<file path="src/rtc_map.svh">
// Constants for the seconds counter and millisecond wake timer.
// Assumes the oscillator clock on clock_i; included by bare name.
`ifndef RTC_MAP_SVH
`define RTC_MAP_SVH
`define RTC_CLK_HZ 20000000
`define RTC_SEC_HZ 1
`define RTC_MS_HZ 1000
`define RTC_MS_DIV (`RTC_CLK_HZ / `RTC_MS_HZ)
`define RTC_SEC_DIV (`RTC_MS_HZ / `RTC_SEC_HZ)
`define RTC_SEC_RST 32'h0000_0000
`define RTC_MATCH_RST 32'hffff_ffff
`define RTC_MS_RST 16'h0000
`endif

</file>
<file path="src/rtc_pkg.sv">
// Types for the seconds counter and millisecond wake timer.
// Assumes nothing beyond a SystemVerilog compiler.
package rtc_pkg;
  typedef struct packed {
    logic clear;
    logic load;
    logic [31:0] value;
  } rtc_sec_wr_t;
  typedef enum logic {RTC_MS_IDLE, RTC_MS_RUN} rtc_ms_state_t;
endpackage : rtc_pkg

</file>
<file path="src/rtc_timers.sv">
// Seconds up-counter with alarm match, and millisecond down-counting wake timer.
// Assumes software strobes come from logic on clock_i (no synchroniser needed).
`include "rtc_map.svh"

////////////////////////////////////////////////////////////////////////////////
// How it works
// - Divide the oscillator clock into a 1 kHz tick, then a 1 Hz tick.
// - Seconds counter is 32 bits; software may clear it or load a start value.
// - While enabled, seconds counter increments on every 1 Hz tick that has no coincident clear or load.
// - Alarm interrupt pulses when the seconds count becomes equal to the match value.
// - Alarm also raises a wake request for low-power modes.
// - Fine timer is 16-bit down counter, decrements on 1 kHz tick only when enabled.
// - Writing a non-zero count loads it and starts the countdown at once.
// - At zero the fine timer disables itself and pulses its interrupt in the same cycle; wake follows a cycle later.
// - Alarm and fine timer drive two separate interrupt outputs.
// - Fine timer expiry also raises a wake request.
module rtc_timers
  import rtc_pkg::*;
#(
  parameter int MS_DIV = `RTC_MS_DIV,
  parameter int SEC_DIV = `RTC_SEC_DIV
) (
  // Clock and reset
  input wire logic clock_i,
  input wire logic rst_b_i,
  // Seconds counter control
  input wire logic sec_enable_i,
  input wire rtc_sec_wr_t sec_wr_i,
  input wire logic match_wr_i,
  input wire logic [31:0] match_value_i,
  // Fine timer control
  input wire logic ms_wr_i,
  input wire logic [15:0] ms_value_i,
  // State
  output logic [31:0] sec_count_o,
  output logic [15:0] ms_count_o,
  output logic ms_running_o,
  // Requests
  output logic alarm_irq_o,
  output logic ms_irq_o,
  output logic wake_o
);
  timeunit 1ns;
  timeprecision 1ns;

  logic [31:0] div_ms;
  logic [31:0] div_sec;
  logic tick_ms;
  logic tick_sec;
  logic [31:0] match;
  logic [31:0] next_sec;
  logic [31:0] next_match;
  rtc_ms_state_t ms_state;

  ////////////////////////////////////////////////////////////////////////////////
  // Tick generation; the 1 Hz tick trails a 1 kHz tick by one cycle
  always_ff @(posedge clock_i or negedge rst_b_i) begin
    if (!rst_b_i) begin
      div_ms <= 32'h0;
      tick_ms <= 1'b0;
    end else if (div_ms == 32'(MS_DIV - 1)) begin
      div_ms <= 32'h0;
      tick_ms <= 1'b1;
    end else begin
      div_ms <= div_ms + 32'h1;
      tick_ms <= 1'b0;
    end
  end

  always_ff @(posedge clock_i or negedge rst_b_i) begin
    if (!rst_b_i) begin
      div_sec <= 32'h0;
      tick_sec <= 1'b0;
    end else begin
      tick_sec <= 1'b0;
      if (tick_ms) begin
        if (div_sec == 32'(SEC_DIV - 1)) begin
          div_sec <= 32'h0;
          tick_sec <= 1'b1;
        end else begin
          div_sec <= div_sec + 32'h1;
        end
      end
    end
  end

  ////////////////////////////////////////////////////////////////////////////////
  // Seconds counter; software writes win over a coincident tick
  always_comb begin
    next_sec = sec_count_o;
    if (sec_wr_i.clear) begin
      next_sec = `RTC_SEC_RST;
    end else if (sec_wr_i.load) begin
      next_sec = sec_wr_i.value;
    end else if (sec_enable_i && tick_sec) begin
      next_sec = sec_count_o + 32'h1;
    end
  end

  always_ff @(posedge clock_i or negedge rst_b_i) begin
    if (!rst_b_i) begin
      sec_count_o <= `RTC_SEC_RST;
    end else begin
      sec_count_o <= next_sec;
    end
  end

  always_ff @(posedge clock_i or negedge rst_b_i) begin
    if (!rst_b_i) begin
      match <= `RTC_MATCH_RST;
    end else if (match_wr_i) begin
      match <= match_value_i;
    end
  end

  // Match as it stands after this edge, so a coincident rewrite is honoured
  always_comb begin
    next_match = match_wr_i ? match_value_i : match;
  end

  // Fires only on the change into equality, so a parked count does not re-fire
  always_ff @(posedge clock_i or negedge rst_b_i) begin
    if (!rst_b_i) begin
      alarm_irq_o <= 1'b0;
    end else begin
      alarm_irq_o <= (next_sec == next_match) && (next_sec != sec_count_o);
    end
  end

  ////////////////////////////////////////////////////////////////////////////////
  // Fine timer
  always_ff @(posedge clock_i or negedge rst_b_i) begin
    if (!rst_b_i) begin
      ms_state <= RTC_MS_IDLE;
      ms_count_o <= `RTC_MS_RST;
      ms_irq_o <= 1'b0;
    end else begin
      ms_irq_o <= 1'b0;
      if (ms_wr_i) begin
        // A rewrite while running relaunches; zero stops silently
        ms_count_o <= ms_value_i;
        ms_state <= (ms_value_i != 16'h0) ? RTC_MS_RUN : RTC_MS_IDLE;
      end else begin
        unique case (ms_state)
          RTC_MS_IDLE: begin
          end
          RTC_MS_RUN: begin
            if (tick_ms) begin
              ms_count_o <= ms_count_o - 16'h1;
              if (ms_count_o == 16'h1) begin
                ms_state <= RTC_MS_IDLE;
                ms_irq_o <= 1'b1;
              end
            end
          end
        endcase
      end
    end
  end

  always_ff @(posedge clock_i or negedge rst_b_i) begin
    if (!rst_b_i) begin
      ms_running_o <= 1'b0;
    end else begin
      ms_running_o <= (ms_state == RTC_MS_RUN);
    end
  end

  // Wake is a pulse one cycle after either interrupt
  always_ff @(posedge clock_i or negedge rst_b_i) begin
    if (!rst_b_i) begin
      wake_o <= 1'b0;
    end else begin
      wake_o <= alarm_irq_o || ms_irq_o;
    end
  end

  ////////////////////////////////////////////////////////////////////////////////
  // Checks
  property p_alarm_eq;
    @(posedge clock_i) disable iff (!rst_b_i)
      alarm_irq_o |-> (sec_count_o == match);
  endproperty
  a_alarm_eq: assert property (p_alarm_eq) else $error("alarm without match");

  property p_sec_inc;
    @(posedge clock_i) disable iff (!rst_b_i)
      (tick_sec && sec_enable_i && !sec_wr_i.clear && !sec_wr_i.load)
        |=> (sec_count_o == $past(sec_count_o) + 32'h1);
  endproperty
  a_sec_inc: assert property (p_sec_inc) else $error("seconds did not step");

  property p_sec_hold;
    @(posedge clock_i) disable iff (!rst_b_i)
      (!tick_sec && !sec_wr_i.clear && !sec_wr_i.load) |=> $stable(sec_count_o);
  endproperty
  a_sec_hold: assert property (p_sec_hold) else $error("seconds moved off tick");

  property p_sec_clear;
    @(posedge clock_i) disable iff (!rst_b_i)
      sec_wr_i.clear |=> (sec_count_o == 32'h0);
  endproperty
  a_sec_clear: assert property (p_sec_clear) else $error("clear failed");

  property p_sec_tick_on_ms;
    @(posedge clock_i) disable iff (!rst_b_i)
      tick_sec |-> $past(tick_ms);
  endproperty
  a_sec_tick_on_ms: assert property (p_sec_tick_on_ms) else $error("tick misaligned");

  property p_ms_start;
    @(posedge clock_i) disable iff (!rst_b_i)
      (ms_wr_i && ms_value_i != 16'h0) |=> (ms_state == RTC_MS_RUN) ##1 ms_running_o;
  endproperty
  a_ms_start: assert property (p_ms_start) else $error("fine timer not started");

  property p_ms_zero;
    @(posedge clock_i) disable iff (!rst_b_i)
      (ms_wr_i && ms_value_i == 16'h0) |=> (ms_state == RTC_MS_IDLE) && !ms_irq_o;
  endproperty
  a_ms_zero: assert property (p_ms_zero) else $error("zero write started timer");

  property p_ms_expire;
    @(posedge clock_i) disable iff (!rst_b_i)
      ms_irq_o |-> (ms_count_o == 16'h0) && (ms_state == RTC_MS_IDLE) ##1 wake_o;
  endproperty
  a_ms_expire: assert property (p_ms_expire) else $error("bad expiry");

  property p_ms_dec;
    @(posedge clock_i) disable iff (!rst_b_i)
      (ms_state == RTC_MS_RUN && tick_ms && !ms_wr_i)
        |=> (ms_count_o == $past(ms_count_o) - 16'h1);
  endproperty
  a_ms_dec: assert property (p_ms_dec) else $error("fine timer did not step");

  property p_ms_idle_hold;
    @(posedge clock_i) disable iff (!rst_b_i)
      (ms_state == RTC_MS_IDLE && !ms_wr_i) |=> $stable(ms_count_o) && !ms_irq_o;
  endproperty
  a_ms_idle_hold: assert property (p_ms_idle_hold) else $error("idle timer moved");

  property p_wake_cause;
    @(posedge clock_i) disable iff (!rst_b_i)
      wake_o |-> $past(alarm_irq_o) || $past(ms_irq_o);
  endproperty
  a_wake_cause: assert property (p_wake_cause) else $error("wake without cause");

  property p_sec_off;
    @(posedge clock_i) disable iff (!rst_b_i)
      (!sec_enable_i && !sec_wr_i.clear && !sec_wr_i.load) |=> $stable(sec_count_o);
  endproperty
  a_sec_off: assert property (p_sec_off) else $error("disabled seconds moved");

  property p_match_load;
    @(posedge clock_i) disable iff (!rst_b_i)
      match_wr_i |=> (match == $past(match_value_i));
  endproperty
  a_match_load: assert property (p_match_load) else $error("match not loaded");

  property p_alarm_wake;
    @(posedge clock_i) disable iff (!rst_b_i)
      alarm_irq_o |=> wake_o;
  endproperty
  a_alarm_wake: assert property (p_alarm_wake) else $error("alarm did not wake");

  property p_tick_ms_phase;
    @(posedge clock_i) disable iff (!rst_b_i)
      tick_ms |-> (div_ms == 32'h0);
  endproperty
  a_tick_ms_phase: assert property (p_tick_ms_phase) else $error("tick off phase");

  property p_ms_load;
    @(posedge clock_i) disable iff (!rst_b_i)
      ms_wr_i |=> (ms_count_o == $past(ms_value_i));
  endproperty
  a_ms_load: assert property (p_ms_load) else $error("fine timer not loaded");

  property p_ms_running_lag;
    @(posedge clock_i) disable iff (!rst_b_i)
      ms_running_o |-> ($past(ms_state) == RTC_MS_RUN);
  endproperty
  a_ms_running_lag: assert property (p_ms_running_lag) else $error("running flag wrong");

  property p_ms_run_hold;
    @(posedge clock_i) disable iff (!rst_b_i)
      (ms_state == RTC_MS_RUN && !tick_ms && !ms_wr_i) |=> $stable(ms_count_o);
  endproperty
  a_ms_run_hold: assert property (p_ms_run_hold) else $error("count moved off tick");

  property p_ms_irq_pulse;
    @(posedge clock_i) disable iff (!rst_b_i)
      ms_irq_o |=> !ms_irq_o;
  endproperty
  a_ms_irq_pulse: assert property (p_ms_irq_pulse) else $error("expiry not a pulse");

  c_alarm: cover property (@(posedge clock_i) disable iff (!rst_b_i) alarm_irq_o);
  c_ms_exp: cover property (@(posedge clock_i) disable iff (!rst_b_i) ms_irq_o);
  c_relaunch: cover property (@(posedge clock_i) disable iff (!rst_b_i)
    ms_running_o && ms_wr_i);
  c_both: cover property (@(posedge clock_i) disable iff (!rst_b_i) alarm_irq_o && ms_irq_o);
  c_zero_write: cover property (@(posedge clock_i) disable iff (!rst_b_i)
    ms_wr_i && (ms_value_i == 16'h0));

endmodule : rtc_timers

</file>
<file path="config.mk">
export PLATFORM = sky130hd
export DESIGN_NAME = rtc_timers
export DESIGN_NICKNAME = d
export VERILOG_FILES = /design/src/rtc_pkg.sv /design/src/rtc_timers.sv
export VERILOG_INCLUDE_DIRS = /design/src /design/src/src
export SDC_FILE = /design/constraint.sdc
export NUM_CORES = 1
export LEC_CHECK = 0
export BUFFER_PORTS_ARGS = -buffer_cell sky130_fd_sc_hd__buf_2
export CAP_MARGIN = 10
export CORE_AREA = 4 4 136 138
export CTS_CLUSTER_SIZE = 8
export DETAILED_ROUTE_END_ITERATION = 8
export DIE_AREA = 0 0 140 142
export MAX_ROUTING_LAYER = met4
export PLACE_DENSITY = 0.71
export SETUP_SLACK_MARGIN = 0.1
export SLEW_MARGIN = 20
export SYNTH_ARGS = -nofsm -noshare
export SYNTH_HDL_FRONTEND = slang
export SYNTH_SLANG_ARGS = --single-unit
</file>
<file path="constraint.sdc">
create_clock -name clock_i -period 4.7 [get_ports clock_i]
set_input_delay 0 -clock clock_i [delete_from_list [all_inputs] [get_ports clock_i]]
set_output_delay 0 -clock clock_i [all_outputs]
set_load 0.02 [all_outputs]
</file>
Word level (Yosys, flattened, before mapping)
Cells that the tools add are included.
{ "totals": {"reg_bits": 151, "in_bits": 87, "out_inout_bits": 52, "word_cells": 49} }
{ "classes": {"muxes": 21, "n_eq_ne": 5, "n_addsub": 4, "reduce_logical": 7} }
{ "ops": {"columns": ["operator", "n"], "rows": [
  ["2-to-1 mux 32 bit", 6],
  ["adder 32 x 1 -> 32 bit, second input constant", 3],
  ["2-to-1 mux 16 bit", 3],
  ["equality test 32 x 10 -> 1 bit, second input constant", 1],
  ["equality test 32 x 15 -> 1 bit, second input constant", 1],
  ["equality test 32 bit", 1],
  ["inequality test 32 bit", 1],
  ["equality test 16 x 1 -> 1 bit, second input constant", 1],
  ["nonzero test 16 bit", 1],
  ["subtractor 16 x 1 -> 16 bit, second input constant", 1],
  ["2-to-1 mux 1 bit", 12],
  ["nonzero test 2 bit", 2],
  ["logical AND 1 bit", 2],
  ["AND reduction 2 bit", 1],
  ["logical OR 1 bit", 1]
]} }

Depth between registers and ports, before layout
{ "logic_depth": {"word_depth": 6, "depth_mapped": 11, "mapped_depth_nobuf": 9} }

Least setup slack after synthesis
OpenSTA, ideal clock, no wires.
{ "synth_timing": {"path_kind": "register to register", "from": "register sec_count_o[1]", "to": "register alarm_irq_o", "n_path_buf": 1, "period_less_slack_ps": 2991, "required_ps": 4604, "slack_ps": 1709, "stages_incl_launch_ff": 11, "setup_ps": 96, "t_arrival_ps": 2895, "cell_sequence": "dfrtp_1 > ha_1 > nand3_4 > or3_1 > buf_2 > or4_1 > a311oi_2 > xnor2_1 > nand4_1 > or4_1 > nor4_2"} }
{ "synth_via": {"elab_chain_cells": 6} }
{ "synth_lines": {"columns": ["element", "line", "rtl"], "rows": [
  ["start, declared", "rtc_timers.sv:35", "output logic [31:0] sec_count_o,"],
  ["start signal, assigned", "rtc_timers.sv:102", "sec_count_o <= `RTC_SEC_RST;"],
  ["start signal, assigned", "rtc_timers.sv:104", "sec_count_o <= next_sec;"],
  ["adder 32 x 1 -> 32 bit (*)", "rtc_timers.sv:96", "next_sec = sec_count_o + 32'h1;"],
  ["2-to-1 mux 32 bit (*)", "rtc_timers.sv:95", "end else if (sec_enable_i && tick_sec) begin"],
  ["2-to-1 mux 32 bit (*)", "rtc_timers.sv:93", "end else if (sec_wr_i.load) begin"],
  ["2-to-1 mux 32 bit (*)", "rtc_timers.sv:91", "if (sec_wr_i.clear) begin"],
  ["net next_sec[18]", "rtc_timers.sv:51", "logic [31:0] next_sec;"],
  ["equality test 32 bit / inequality test 32 bit (equally long branches)", "rtc_timers.sv:126", "alarm_irq_o <= (next_sec == next_match) && (next_sec != sec_count_o);"],
  ["logical AND 1 bit (*)", "rtc_timers.sv:126", null],
  ["end signal, assigned", "rtc_timers.sv:126", null],
  ["end, declared", "rtc_timers.sv:39", "output logic alarm_irq_o,"]
]} }
The timed path passes the listed nets; every way through them passes the cells marked *.
A chain may end at the register's enable or synchronous reset.

Worst setup path after layout
{ "layout_timing": {"from": "register sec_count_o[17]", "to": "register alarm_irq_o"} }
Same word-level chain as after synthesis.

==> results by group <==
Synthesis
  • Netlist cell types: between 70 and 80
  • Ys flop type: dfrtp_1
  • Mean post-synth cell area: about 9.7 sq um
  • Syn nets: just under 1,000
  • Syn. warnings: 0
  • Cells after synthesis: between 800 and 900
  • Register bit count reported by yosys: ~150
  • Sequential area share after synthesis: 0.4490
  • Mapped Area: ~8500 sq um
  • Post-synth EDFFs: 0
  • Synth async-reset ratio: 1.000

Detailed routing
  • Routed vias: roughly 7,600
  • Max Used Layer: met4
  • Met1 Routed Length: 9957 microns
  • DRT Wirelength: ~25,000 microns
  • Initial DRC Count: 737
  • # DRC: 0
  • Met3 wire len: 1959 microns
  • DR vias/cell: approximately 5.8
  • Post-DRT Antenna Nets: 0
  • WL met2: about 12,000 microns
  • DRT Pass-1 Iters: 5
  • WL/cell: between 15 and 20 microns

Clocking
  • Total CTS buffers: 17
  • Clk buf depth: 2
  • Htree depth: 4
  • Clock latency on the worst-skew pair: 0.43 ns
  • Clock transition at the registers of the reported paths: ~0.06 ns
  • Resize count post-CTS: 0
  • Clock sink count: roughly 150
  • CTS Root Cell: clkbuf_16
  • CTS tree: built
  • Post-CTS Setup Repair Bufs: 0

Setup path
  • RR Endpoint: alarm_irq_o$_DFF_PN0_
  • CP Launch Point: sec_count_o[17]$_DFF_PN0_
  • Worst reg2reg path startpoint: sec_count_o[17]$_DFF_PN0_
  • Critical Path RT: just over 5 ns
  • R2r setup slk: 1.29 ns
  • Reg2reg path depth: 8
  • Worst setup path category: reg2reg
  • CP endpoint: alarm_irq_o$_DFF_PN0_
  • Critical Path AT: 3.75 ns
  • Critical path peak fanout: 20
  • CP Capture Type: flip-flop
  • Worst setup SP type: flip-flop

Timing
  • Final Hold Viols: 0
  • Part of the cycle the worst path needs: 0.7257
  • Setup slack after layout: 1.289 ns
  • Final count of pins violating max slew: 0
  • Clock Skew: about 0.011 ns
  • Worst Max-Slew Pin Slew: approximately 0.97 ns
  • Fmax: roughly 0.29 GHz
  • TNS Setup: 0 ns
  • RSZ-0062 raised after global routing: no
  • Setup-failing EPs final: 0
  • Max-slew headroom: 0.3511
  • Final min period: about 3.4 ns

Power
  • Leak pwr: between 4 and 5 nW
  • Peak supply drop: 0.2523 mV
  • Power Density: between 300 and 400 nW/um^2

Hold path
  • Worst Hold Class: in2reg

Global routing
  • Initial antenna violation count: 3
  • Tot GR Track Use: 0.2585
  • Largest net degree at the start of global routing: between 100 and 150
  • GRT overflow: 0
  • Vias in the first global route: approximately 7,600
  • First-pass GRT wire length: approximately 40,000 microns

Floorplan
  • Die ar.: 19,880 sq um
  • Starting Density: 0.4952
  • Die Y: around 140 microns
  • Die width: 140 microns
  • I/O pin cnt: 139
  • # rows: 48
  • Area of the core: approximately 17,000 sq um

Finish
  • Commonest non-fill, non-tap cell in the layout: buf_2
  • Final core occ: 0.6160
  • Area delta synth->final: 24.39%
  • Most frequent cells in the layout: buf_2, dfrtp_1, xnor2_1
  • FILL cells: 1,432
  • Layout Cells excl Fill: between 1,000 and 1,500
  • # nets final: 1,157
  • Ratio of cells with drive above 1 in the final layout: 0.2377

Run status
  • Status: finished, final reports clean

Placed design
  • Port-buffer cells: 138
  • Dpl ws: 1.352 ns
  • Placed cell count: approximately 1,200
  • Placer Congestion: between 0.9 and 1
  • DP Wirelength: ~18,000 microns

Flow run
  • Max Cap Viol: 0
-- final cells by class --
| class | instances | area, sq um | area share |
|---|---|---|---|
| timing repair buffer | 210 | 1405 | 0.1328 |
| antenna | 4 | 10.01 | 0.0009461 |
| sequential | 151 | 3819 | 0.3609 |
| multi-input combinational | 635 | 4327 | 0.4089 |
| inverter | 50 | 187.7 | 0.01774 |
| tap | 225 | 281.5 | 0.02661 |
| clock inverter | 9 | 76.32 | 0.007214 |
| clock buffer | 22 | 474.2 | 0.04482 |
-- cell families (layout without fill, tap and decap cells) --
group / after synthesis / after routing / synth area share
multiplexers: 34 / 34 / 0.04590
buffers and inverters: 88 / 291 / 0.04295
adder cells (fa/ha/maj): 5 / 5 / 0.007355
other: 0 / 4 / 0
flip-flops: 151 / 151 / 0.4490
AND/OR/NAND/NOR: 342 / 342 / 0.2217
AO/OA/AOI/OAI: 133 / 133 / 0.1086
XOR/XNOR: 121 / 121 / 0.1246
-- synth_stat cells, drive strengths merged (9+ instances only) --
cell	number	area, sq um
a21boi	9	67.57
a21oi	26	130.1
and3	14	87.58
and4	10	87.58
buf	24	125.1
clkbuf	14	52.55
dfrtp	119	2978
dfstp	32	840.8
inv	50	187.7
mux2	30	337.8
nand2	72	272.8
nand3	53	282.8
nand4	25	177.7
nor2	53	198.9
nor2b	9	56.30
nor3	28	145.1
nor4	36	280.3
o21ai	22	110.1
o22ai	13	81.33
or3	11	68.82
xnor2	81	709.4
xor2	40	350.3
-- how the worst min path moves through the flow --
stage,startpoint,endpoint,slack (ns),cells after the start
floorplan,rst_b_i,alarm_irq_o$_DFF_PN0_,-0.30,0
global placement,rst_b_i,sec_count_o[28]$_DFF_PN0_,0.18,1
detailed placement,rst_b_i,sec_count_o[29]$_DFF_PN0_,0.19,1
CTS,sec_enable_i,sec_count_o[1]$_DFF_PN0_,0.006,3
global route,sec_wr_i[16],sec_count_o[16]$_DFF_PN0_,0.02,4
finish,sec_enable_i,sec_count_o[1]$_DFF_PN0_,0.008,3
-- routing by layer --
metal  track usage  vias to the layer above
li1              -                     3520
met1        0.3149                     3686
met2        0.4112                      342
met3       0.07258                       73
met4        0.1005                        0
met5             -                        -
-- critical path, stage by stage, from the launching register on --
cell and delay, ns:
dfrtp_1 0.52, nand3_1 0.21, nor4_4 0.88, a211oi_1 0.19, a2111oi_2 0.47, xor2_1 0.12, nor2_1 0.12, or4b_1 0.53
nor4_2 0.28
-- state kept, by name, indices dropped and copies added (netlist names) --
name,flops
wake_o,1
ms_count_o,16
tick_sec,1
div_sec,32
ms_running_o,1
div_ms,32
match,32
ms_irq_o,1
ms_state,1
alarm_irq_o,1
tick_ms,1
sec_count_o,32
-- through the flow --
stage / total power, mW / hold slack [ns] / area (sq um)
after floorplan: 1.717 / -0.2956 / 8506
after global placement: 1.896 / 0.1850 / 9344
after detailed placement: 1.900 / 0.1900 / 9344
after CTS: 3.237 / 0.006287 / 10570
after global routing: 3.353 / 0.02470 / 10580
final: 3.215 / 0.007713 / 10580
-- report_power, final --
group,leakage (nW),internal [mW],total (mW),switching [mW]
Sequential,1.92,1.38,1.45,0.0722
Clock,0.275,0.762,1.28,0.523
Combinational,2.41,0.208,0.478,0.270
Total,4.60,2.35,3.21,0.865
-- repair_timing --
| item | CTS | global route |
|---|---|---|
| setup endpoints to repair | 0 | 0 |
| hold endpoints to repair | 144 | 0 |
| hold buffers | 67 | 0 |
No activity file was read; power rests on OpenSTA's default activity.
